## src/alert_thermal_pkg.sv

```systemverilog
package alert_thermal_pkg;

  // ------------------------------------------------------------
  // Register offsets.
  // ------------------------------------------------------------
  localparam logic [7:0] STATUS_ONE_ADDR     = 8'h41;
  localparam logic [7:0] STATUS_TWO_ADDR     = 8'h42;
  localparam logic [7:0] ALERT_MASK_ONE_ADDR = 8'h74;
  localparam logic [7:0] ALERT_MASK_TWO_ADDR = 8'h75;
  localparam logic [7:0] CONFIG_THREE_ADDR   = 8'h78;
  localparam logic [7:0] TIMER_VALUE_ADDR    = 8'h79;
  localparam logic [7:0] TIMER_LIMIT_ADDR    = 8'h7a;
  localparam logic [7:0] CONFIG_FOUR_ADDR    = 8'h7d;

  // ------------------------------------------------------------
  // Reset values.
  // ------------------------------------------------------------
  localparam logic [7:0] ALERT_MASK_RESET    = 8'h00;
  localparam logic [7:0] CONFIG_RESET        = 8'h00;
  localparam logic [7:0] TIMER_LIMIT_RESET   = 8'h00;

  // ------------------------------------------------------------
  // Field positions.
  // ------------------------------------------------------------
  localparam int STATUS_TWO_SUMMARY_BIT  = 7;
  localparam int CORE_VOLTAGE_FLAG_BIT   = 1;
  localparam int CORE_VOLTAGE_MASK_BIT   = 0;
  localparam int SUPPLY_VOLTAGE_BIT      = 2;
  localparam int THERMAL_TIMER_FLAG_BIT  = 5;
  localparam int ALERT_ENABLE_BIT        = 0;
  localparam int THERMAL_ENABLE_BIT      = 1;
  localparam int BOOST_ENABLE_BIT        = 2;

  // Implemented bits of the two status registers.
  localparam logic [7:0] STATUS_ONE_USED     = 8'h76;
  localparam logic [7:0] STATUS_TWO_USED     = 8'hfe;

  // ------------------------------------------------------------
  // Shared pin function codes.
  // ------------------------------------------------------------
  localparam logic [1:0] PIN_FOURTH_TACH     = 2'h0;
  localparam logic [1:0] PIN_THERMAL_EVENT   = 2'h1;
  localparam logic [1:0] PIN_ALERT_OUTPUT    = 2'h2;
  localparam logic [1:0] PIN_GENERAL_IO      = 2'h3;

  // ------------------------------------------------------------
  // Timing.
  // ------------------------------------------------------------
  localparam int unsigned CLOCK_MHZ          = 40;
  localparam int unsigned TICK_TIME_US       = 22760;
  localparam int unsigned TICK_CYCLES        = TICK_TIME_US * CLOCK_MHZ;

endpackage

```

## src/pin_sync_filter.sv

```systemverilog
`timescale 1ns/1ps

module pin_sync_filter #(
  parameter logic IDLE_LEVEL = 1'b1
) (
  // Clock and reset
  input  wire logic i_clock,
  input  wire logic i_resetn,
  // Pin and filtered level
  input  wire logic i_pin,
  output logic      o_level
);

  logic stage_one_q;
  logic stage_two_q;
  logic stage_three_q;
  logic level_q;

  // ------------------------------------------------------------
  // Three stages; the level moves once stages two and three agree.
  // ------------------------------------------------------------
  always_ff @(posedge i_clock or negedge i_resetn)
  begin
    if (!i_resetn)
    begin
      stage_one_q   <= IDLE_LEVEL;
      stage_two_q   <= IDLE_LEVEL;
      stage_three_q <= IDLE_LEVEL;
      level_q       <= IDLE_LEVEL;
    end
    else
    begin
      stage_one_q   <= i_pin;
      stage_two_q   <= stage_one_q;
      stage_three_q <= stage_two_q;
      if (stage_two_q == stage_three_q)
      begin
        level_q <= stage_three_q;
      end
    end
  end

  assign o_level = level_q;

endmodule

```

## src/thermal_timer.sv

```systemverilog
`timescale 1ns/1ps

module thermal_timer #(
  parameter int unsigned TICK_CYCLES = alert_thermal_pkg::TICK_CYCLES
) (
  // Clock and reset
  input  wire logic       i_clock,
  input  wire logic       i_resetn,
  // Control
  input  wire logic       i_active,
  input  wire logic       i_read_clear,
  // Timer value
  output logic [7:0]      o_value
);

  localparam int PRE_W = $clog2(TICK_CYCLES + 1);
  localparam logic [PRE_W-1:0] PRE_LAST = PRE_W'(TICK_CYCLES - 1);

  logic             seen_q;
  logic [7:0]       count_q;
  logic [PRE_W-1:0] pre_q;

  if (TICK_CYCLES < 1)
  begin : g_check
    $error("thermal_timer needs at least one cycle per tick.");
  end

  // ------------------------------------------------------------
  // Accumulating tick counter.
  // ------------------------------------------------------------
  always_ff @(posedge i_clock or negedge i_resetn)
  begin
    if (!i_resetn)
    begin
      seen_q  <= 1'b0;
      count_q <= 8'h00;
      pre_q   <= '0;
    end
    else if (i_read_clear)
    begin
      seen_q  <= i_active;
      count_q <= 8'h00;
      pre_q   <= '0;
    end
    else if (i_active)
    begin
      seen_q <= 1'b1;
      if (pre_q == PRE_LAST)
      begin
        pre_q <= '0;
        if (count_q != 8'hff)
        begin
          count_q <= count_q + 8'h01;
        end
      end
      else
      begin
        pre_q <= pre_q + PRE_W'(1);
      end
    end
  end

  // Bit 0 marks the first assertion until the count reaches two ticks.
  assign o_value = (count_q > 8'h01) ? count_q : {7'h00, seen_q};

endmodule

```

## src/alert_thermal_timer.sv

```systemverilog
// Behaviour
// - Status bit sticks until cause gone and read.
// - Alert held while unmasked source or unread status.
// - Mask blocks alert only, status still sets.
// - First mask register bit layout.
// - Second mask register bit layout.
// - Alert off at reset; config bit routes pin5.
// - Two config bits choose shared pin function.
// - Timer monitoring needs thermal enable bit too.
// - Boost runs running fans full while input low.
// - Boost clear leaves fans at present settings.
// - Timer counts during assertion, pauses, accumulates.
// - Timer clears on read, saturates at full.
// - Bit 0 first assertion, then 22.76 ms LSB.
// - Read during assertion restarts with bit 0 set.
// - Timer value compared with 8-bit limit.
// - Over limit sets status bit five and alerts.
// - Limit zero alerts at once, one after 45.52.
// - Status one bit 7 summarises status two.
// - Status two bit 5: fan four or timer.
`timescale 1ns/1ps

module alert_thermal_timer #(
  parameter int unsigned TICK_CYCLES = alert_thermal_pkg::TICK_CYCLES
) (
  // Clock and reset
  input  wire logic       i_clock,
  input  wire logic       i_resetn,
  // Register port
  input  wire logic [7:0] i_reg_addr,
  input  wire logic       i_reg_write,
  input  wire logic [7:0] i_reg_wdata,
  input  wire logic       i_reg_read,
  output logic [7:0]      o_reg_rdata,
  // Limit comparison results
  input  wire logic [7:0] i_status_one_cond,
  input  wire logic [7:0] i_status_two_cond,
  // Fan control
  input  wire logic       i_fan_running,
  output logic            o_fan_boost,
  // Pins
  input  wire logic       i_pin9_in,
  output logic            o_pin5_alert_out,
  output logic            o_pin5_alert_oe,
  output logic            o_pin9_alert_out,
  output logic            o_pin9_alert_oe
);

  logic [7:0] alert_mask_one_q;
  logic [7:0] alert_mask_two_q;
  logic [7:0] config_three_q;
  logic [7:0] thermal_timer_limit_q;
  logic [7:0] config_four_q;
  logic [7:0] status_one_q;
  logic [7:0] status_two_q;
  logic [7:0] rdata_q;
  logic       boost_q;
  logic       alert_n_q;
  logic       pin5_oe_q;
  logic       pin9_oe_q;

  logic       pin9_level;
  logic       thermal_mode;
  logic       thermal_low;
  logic       timer_read;
  logic [7:0] timer_value;
  logic       timer_over;
  logic [7:0] status_one_view;
  logic [7:0] status_two_set;
  logic       alert_any;

  // ------------------------------------------------------------
  // Thermal input path.
  // ------------------------------------------------------------
  pin_sync_filter #(
    .IDLE_LEVEL (1'b1)
  ) u_pin9_sync (
    .i_clock  (i_clock),
    .i_resetn (i_resetn),
    .i_pin    (i_pin9_in),
    .o_level  (pin9_level)
  );

  assign thermal_mode = (config_four_q[1:0] == alert_thermal_pkg::PIN_THERMAL_EVENT) &&
                        config_three_q[alert_thermal_pkg::THERMAL_ENABLE_BIT];
  assign thermal_low  = thermal_mode && !pin9_level;
  assign timer_read   = i_reg_read && (i_reg_addr == alert_thermal_pkg::TIMER_VALUE_ADDR);

  thermal_timer #(
    .TICK_CYCLES (TICK_CYCLES)
  ) u_timer (
    .i_clock      (i_clock),
    .i_resetn     (i_resetn),
    .i_active     (thermal_low),
    .i_read_clear (timer_read),
    .o_value      (timer_value)
  );

  assign timer_over = timer_value > thermal_timer_limit_q;

  // ------------------------------------------------------------
  // Writable registers.
  // ------------------------------------------------------------
  always_ff @(posedge i_clock or negedge i_resetn)
  begin
    if (!i_resetn)
    begin
      alert_mask_one_q      <= alert_thermal_pkg::ALERT_MASK_RESET;
      alert_mask_two_q      <= alert_thermal_pkg::ALERT_MASK_RESET;
      config_three_q        <= alert_thermal_pkg::CONFIG_RESET;
      thermal_timer_limit_q <= alert_thermal_pkg::TIMER_LIMIT_RESET;
      config_four_q         <= alert_thermal_pkg::CONFIG_RESET;
    end
    else if (i_reg_write)
    begin
      case (i_reg_addr)
        alert_thermal_pkg::ALERT_MASK_ONE_ADDR: alert_mask_one_q <= i_reg_wdata;
        alert_thermal_pkg::ALERT_MASK_TWO_ADDR: alert_mask_two_q <= i_reg_wdata;
        alert_thermal_pkg::CONFIG_THREE_ADDR:   config_three_q <= i_reg_wdata;
        alert_thermal_pkg::TIMER_LIMIT_ADDR:    thermal_timer_limit_q <= i_reg_wdata;
        alert_thermal_pkg::CONFIG_FOUR_ADDR:    config_four_q <= i_reg_wdata;
        default:                                config_four_q <= config_four_q;
      endcase
    end
  end

  // ------------------------------------------------------------
  // Sticky status; a new cause wins over a read in the same cycle.
  // ------------------------------------------------------------
  always_comb
  begin
    status_two_set = i_status_two_cond & alert_thermal_pkg::STATUS_TWO_USED;
    status_two_set[alert_thermal_pkg::THERMAL_TIMER_FLAG_BIT] =
      thermal_mode ? timer_over
                   : i_status_two_cond[alert_thermal_pkg::THERMAL_TIMER_FLAG_BIT];
  end

  always_ff @(posedge i_clock or negedge i_resetn)
  begin
    if (!i_resetn)
    begin
      status_one_q <= 8'h00;
      status_two_q <= 8'h00;
    end
    else
    begin
      if (i_reg_read && (i_reg_addr == alert_thermal_pkg::STATUS_ONE_ADDR))
      begin
        status_one_q <= i_status_one_cond & alert_thermal_pkg::STATUS_ONE_USED;
      end
      else
      begin
        status_one_q <= status_one_q |
                        (i_status_one_cond & alert_thermal_pkg::STATUS_ONE_USED);
      end
      if (i_reg_read && (i_reg_addr == alert_thermal_pkg::STATUS_TWO_ADDR))
      begin
        status_two_q <= status_two_set;
      end
      else
      begin
        status_two_q <= status_two_q | status_two_set;
      end
    end
  end

  always_comb
  begin
    status_one_view = status_one_q;
    status_one_view[alert_thermal_pkg::STATUS_TWO_SUMMARY_BIT] = |status_two_q;
  end

  // ------------------------------------------------------------
  // Alert combination.
  // ------------------------------------------------------------
  always_comb
  begin
    alert_any = 1'b0;
    for (int b = 4; b <= 6; b++)
    begin
      alert_any = alert_any | (status_one_q[b] & !alert_mask_one_q[b]);
    end
    alert_any = alert_any |
      (status_one_q[alert_thermal_pkg::SUPPLY_VOLTAGE_BIT] &
       !alert_mask_one_q[alert_thermal_pkg::SUPPLY_VOLTAGE_BIT]) |
      (status_one_q[alert_thermal_pkg::CORE_VOLTAGE_FLAG_BIT] &
       !alert_mask_one_q[alert_thermal_pkg::CORE_VOLTAGE_MASK_BIT]);
    alert_any = alert_any |
      ((|(status_two_q & ~alert_mask_two_q)) &
       !alert_mask_one_q[alert_thermal_pkg::STATUS_TWO_SUMMARY_BIT]);
  end

  always_ff @(posedge i_clock or negedge i_resetn)
  begin
    if (!i_resetn)
    begin
      alert_n_q <= 1'b1;
      pin5_oe_q <= 1'b0;
      pin9_oe_q <= 1'b0;
    end
    else
    begin
      alert_n_q <= !alert_any;
      pin5_oe_q <= alert_any && config_three_q[alert_thermal_pkg::ALERT_ENABLE_BIT];
      pin9_oe_q <= alert_any &&
                   (config_four_q[1:0] == alert_thermal_pkg::PIN_ALERT_OUTPUT);
    end
  end

  // ------------------------------------------------------------
  // Fan boost.
  // ------------------------------------------------------------
  always_ff @(posedge i_clock or negedge i_resetn)
  begin
    if (!i_resetn)
    begin
      boost_q <= 1'b0;
    end
    else
    begin
      boost_q <= config_three_q[alert_thermal_pkg::BOOST_ENABLE_BIT] &&
                 thermal_low && i_fan_running;
    end
  end

  // ------------------------------------------------------------
  // Read data.
  // ------------------------------------------------------------
  always_ff @(posedge i_clock or negedge i_resetn)
  begin
    if (!i_resetn)
    begin
      rdata_q <= 8'h00;
    end
    else if (i_reg_read)
    begin
      case (i_reg_addr)
        alert_thermal_pkg::STATUS_ONE_ADDR:     rdata_q <= status_one_view;
        alert_thermal_pkg::STATUS_TWO_ADDR:     rdata_q <= status_two_q;
        alert_thermal_pkg::ALERT_MASK_ONE_ADDR: rdata_q <= alert_mask_one_q;
        alert_thermal_pkg::ALERT_MASK_TWO_ADDR: rdata_q <= alert_mask_two_q;
        alert_thermal_pkg::CONFIG_THREE_ADDR:   rdata_q <= config_three_q;
        alert_thermal_pkg::TIMER_VALUE_ADDR:    rdata_q <= timer_value;
        alert_thermal_pkg::TIMER_LIMIT_ADDR:    rdata_q <= thermal_timer_limit_q;
        alert_thermal_pkg::CONFIG_FOUR_ADDR:    rdata_q <= config_four_q;
        default:                                rdata_q <= 8'h00;
      endcase
    end
  end

  assign o_reg_rdata      = rdata_q;
  assign o_fan_boost      = boost_q;
  assign o_pin5_alert_out = alert_n_q;
  assign o_pin5_alert_oe  = pin5_oe_q;
  assign o_pin9_alert_out = alert_n_q;
  assign o_pin9_alert_oe  = pin9_oe_q;
endmodule

```

## config.mk

```make
export PLATFORM = sky130hd
export DESIGN_NAME = alert_thermal_timer
export DESIGN_NICKNAME = d
export VERILOG_FILES = /design/src/alert_thermal_pkg.sv /design/src/pin_sync_filter.sv /design/src/thermal_timer.sv /design/src/alert_thermal_timer.sv
export SDC_FILE = /design/constraint.sdc
export NUM_CORES = 1
export LEC_CHECK = 0
export ABC_CLOCK_PERIOD_IN_PS = 5000
export BUFFER_PORTS_ARGS = -buffer_cell sky130_fd_sc_hd__buf_2
export CAP_MARGIN = 25
export CORE_UTILIZATION = 30
export DETAILED_ROUTE_END_ITERATION = 10
export SLEW_MARGIN = 20
export SYNTH_ARGS = -nofsm -noshare
export SYNTH_HDL_FRONTEND = slang
export SYNTH_SLANG_ARGS = --single-unit
```

## constraint.sdc

```tcl
create_clock -name i_clock -period 5 [get_ports i_clock]
set_clock_uncertainty 0.15 [all_clocks]
set_input_delay 0 -clock i_clock [delete_from_list [all_inputs] [get_ports i_clock]]
set_output_delay 0 -clock i_clock [all_outputs]
set_load 0.02 [all_outputs]
```

==> results.yml <==
finish:
  fillers: 1630
  multi_input_area_sq_um: 2460
  nets: 599
  utilization_pct: 36.4
  final-seq-area_sq_um: 2430
  layout-drive-gt1-share_pct: 20.9
  stdcell_count: 774
  syn_to_final_growth_pct: 18.5
  num_antenna_cells: 0
sta:
  finalMaxSlewViolations: 0
  min_period_ps: 3000
  setup_viol: 0
  tightest_slew_ps: 1000
  slew_headroom_pct: 33.1
  finalSetupTns_ps: 0
  final-hold-violation-count: 0
  fmax_mhz: 333
  setup_ws_ps: 2000
  fin_crit_sh_pct: 60.0
  rsz0062_at_grt: "false"
clock_tree:
  clock_path_buffers: 2
  cts_buffers: 9
  cts_tree: "done"
  htree_levels: 3
  path_clk_slew_ps: 70
  cts.sinks: 97
  cts_resized: 0
  root_buffer: "clkbuf_16"
  clk_latency_ps: 350
placed_design:
  hpwl_microns: 9620
  gp_congestion: 0.949
  pre_cts_ws_ps: 2030
  port_buffers: 46
  placedCellCount: 734
detailed_routing:
  finalWirelength_microns: 13300
  drc: 0
  via_count: 4135
  via_per_inst: 5.34
  drtIter0Drc: 302
  top_layer: "met4"
  wire_per_inst_microns: 17.2
  dr_wl_met2_microns: 5970
  first_pass_iters: 5
  detail-route-antenna-nets: 0
  wl_met3_microns: 687
  drt-met1-wl_microns: 6490
floorplanning:
  rows: 47
  die_y_microns: 133
  core_area_sq_um: 16600
  io_pins: 51
  die_x_microns: 133
  die-area_sq_um: 17600
  start_util_pct: 30.7
logic_synthesis:
  ys_async_sr_fraction_pct: 100
  seq_area_frac_synth_pct: 47.6
  syn_area_sq_um: 5120
  synth_ff_type: "dfrtp_1"
  ys_seq_elements: 97
  synth-edff-count: 0
  syn_inst: 494
  ys_types: 66
  yosysWarnings: 0
  avgSynthCellArea_sq_um: 10.4
  syn_nets: 544
hold_path:
  hold_path_class: "input pin to async pin"
pwr:
  switching_share_pct: 25.1
  p_leak_uw: 0.00261
  power.switching_uw: 432
  clockPowerShare_pct: 40.1
  comb_power_share_pct: 10.2
  intPower_uw: 1290
  seqPwrFrac_pct: 49.7
  ir_drop_uv: 184
  finalPower_uw: 1720
  powerDensity_nw_per_um2: 283
critical_path:
  path_max_fanout: 13
  critPathKind: "register to register"
  cp-start-kind: "register"
  rr_worst_depth: 5
  worstPathRequired_ps: 5090
  cp.arrival_ps: 3090
  endpoint_kind: "register"
global_routing:
  grt_pass1_wl_microns: 21700
  grt_pass1_vias: 3942
  grt_antenna_before_repair: 0
  gr-usage-all-layers_pct: 15.9
  grt_max_degree: 61
  globalRouteOverflowTotal: 0
run:
  drv_cap: 0
outcome:
  outcome: "finished clean"
[state kept, by name (all words and copies together) (netlist names)]
| name | flops |
|---|---|
| alert_mask_one_q | 8 |
| config_three_q | 8 |
| o_pin5_alert_oe | 1 |
| o_pin5_alert_out | 1 |
| u_pin9_sync.stage_two_q | 1 |
| u_timer.seen_q | 1 |
| alert_mask_two_q | 8 |
| o_pin9_alert_oe | 1 |
| o_reg_rdata | 8 |
| config_four_q | 8 |
| o_fan_boost | 1 |
| status_two_q | 7 |
| u_timer.pre_q | 20 |
| u_pin9_sync.o_level | 1 |
| thermal_timer_limit_q | 8 |
| status_one_q | 5 |
| u_pin9_sync.stage_one_q | 1 |
| u_timer.count_q | 8 |
| u_pin9_sync.stage_three_q | 1 |
[stage by stage]
step	hold slack (ps)	cell area (sq um)
global route	49.8	6060
detailed placement	-138	5530
global placement	-152	5530
floorplan	-446	5120
CTS	17.9	6060
finish	27.4	6060
[per-layer routing]
metal | vias up | global-route usage (%)
li1 | 1945 | -
met1 | 2041 | 23.4
met2 | 133 | 23.3
met3 | 16 | 3.26
met4 | 0 | 4.66
met5 | - | 0
[power by group through the flow]
stage	Sequential, uW	Combinational, uW	Clock (uW)
global route	858	197	738
global placement	866	155	0
floorplan	854	104	0
detailed placement	867	161	0
CTS	853	176	708
finish	854	175	690
[logic make-up (layout without fill, tap and decap cells)]
family                     Yosys count  in the layout  synth area share [%]
and+or+nand+nor                    159            159                  17.4
AOI/OAI and AO/OA                  106            106                  14.7
DFF                                 97             97                  47.6
buffers and inverters               57            117                  4.30
muxes                               51             51                  11.0
adders and majority gates           13             13                  3.13
xor gates and xnor gates            11             11                  1.88
[path summary, 6_finish.rpt]
| path | slack [ps] | startpoint | end |
|---|---|---|---|
| worst max-delay path | 2000 | u_timer.pre_q[11] | u_timer.pre_q[14] |
| worst min-delay path | 30 | i_resetn | u_timer.pre_q[14] |
| worst max register to register | 2000 | u_timer.pre_q[11] | u_timer.pre_q[14] |
| worst min register to register | 210 | u_pin9_sync.stage_one_q | u_pin9_sync.stage_two_q |
| max in group asynchronous | 3510 | i_resetn | config_four_q[3] |
| min in group i_clock | 30 | i_reg_addr[3] | o_reg_rdata[4] |
[critical path, cell delays in order, from the launching register on]
cell,delay (ps)
dfrtp_1,440
or4b_1,510
or4_1,650
o21ai_1,730
o311ai_0,260
o21a_1,160
[Yosys cell counts (all sizes together) (4+ instances only)]
cell type  instances  area (sq um)
a2111oi            4          35.0
a21o              13          97.6
a21oi             16          80.1
a22oi             10          75.1
a2bb2oi            4          35.0
a31oi              4          25.0
and3               8          50.1
clkbuf            26          97.6
dfrtp             92          2300
dfstp              5           131
ha                12           150
inv               28           105
mux2              43           484
mux2i              8          80.1
nand2             24          90.1
nand3             17          85.1
nand3b             6          45.0
nand4             10          62.6
nor2              28           105
nor2b              7          43.8
nor3              14          70.1
nor4               8          50.1
o21a               5          37.5
o21ai             10          50.0
o22ai             12          75.1
o31ai              5          37.5
or2                5          31.3
or3                4          25.0
or4                6          45.0
xnor2              8          70.1
[timing repair]
action / in CTS / in global routing
endpoints found under the hold margin: 97 / 0
buffers inserted: 0 / 0
hold buffers: 24 / 0
[area by class of cell]
| cell class | instances | area share [%] |
|---|---|---|
| Multi-Input combinational cell | 340 | 40.6 |
| Sequential cell | 97 | 40.1 |
| Timing Repair Buffer | 73 | 8.17 |
| Tap cell | 220 | 4.54 |
| Clock buffer | 11 | 3.84 |
| Inverter | 28 | 1.73 |
| Clock inverter | 5 | 0.949 |
[placed cells by master, fill, tap and decap left out, types with 4 or more instances in the layout]
cell type,count
a2bb2oi_1,4
dfrtp_1,92
nand3b_1,6
ha_1,12
dlygate4sd3_1,24
or3_1,4
nand4_1,10
buf_2,45
a2111oi_0,4
and3_1,8
nor2_1,28
nor2b_1,7
or2_2,4
xnor2_1,8
dfstp_2,5
mux2_2,43
clkbuf_16,9
o21ai_0,9
buf_4,4
a31oi_1,4
nand3_1,17
nor3_1,14
mux2i_1,8
o21a_1,5
nor4_1,8
inv_1,28
o31ai_1,5
a22oi_1,10
or4_1,6
nand2_1,24
o22ai_1,12
a21oi_1,16
a21o_1,13
No activity file was read; power rests on OpenSTA's default activity.
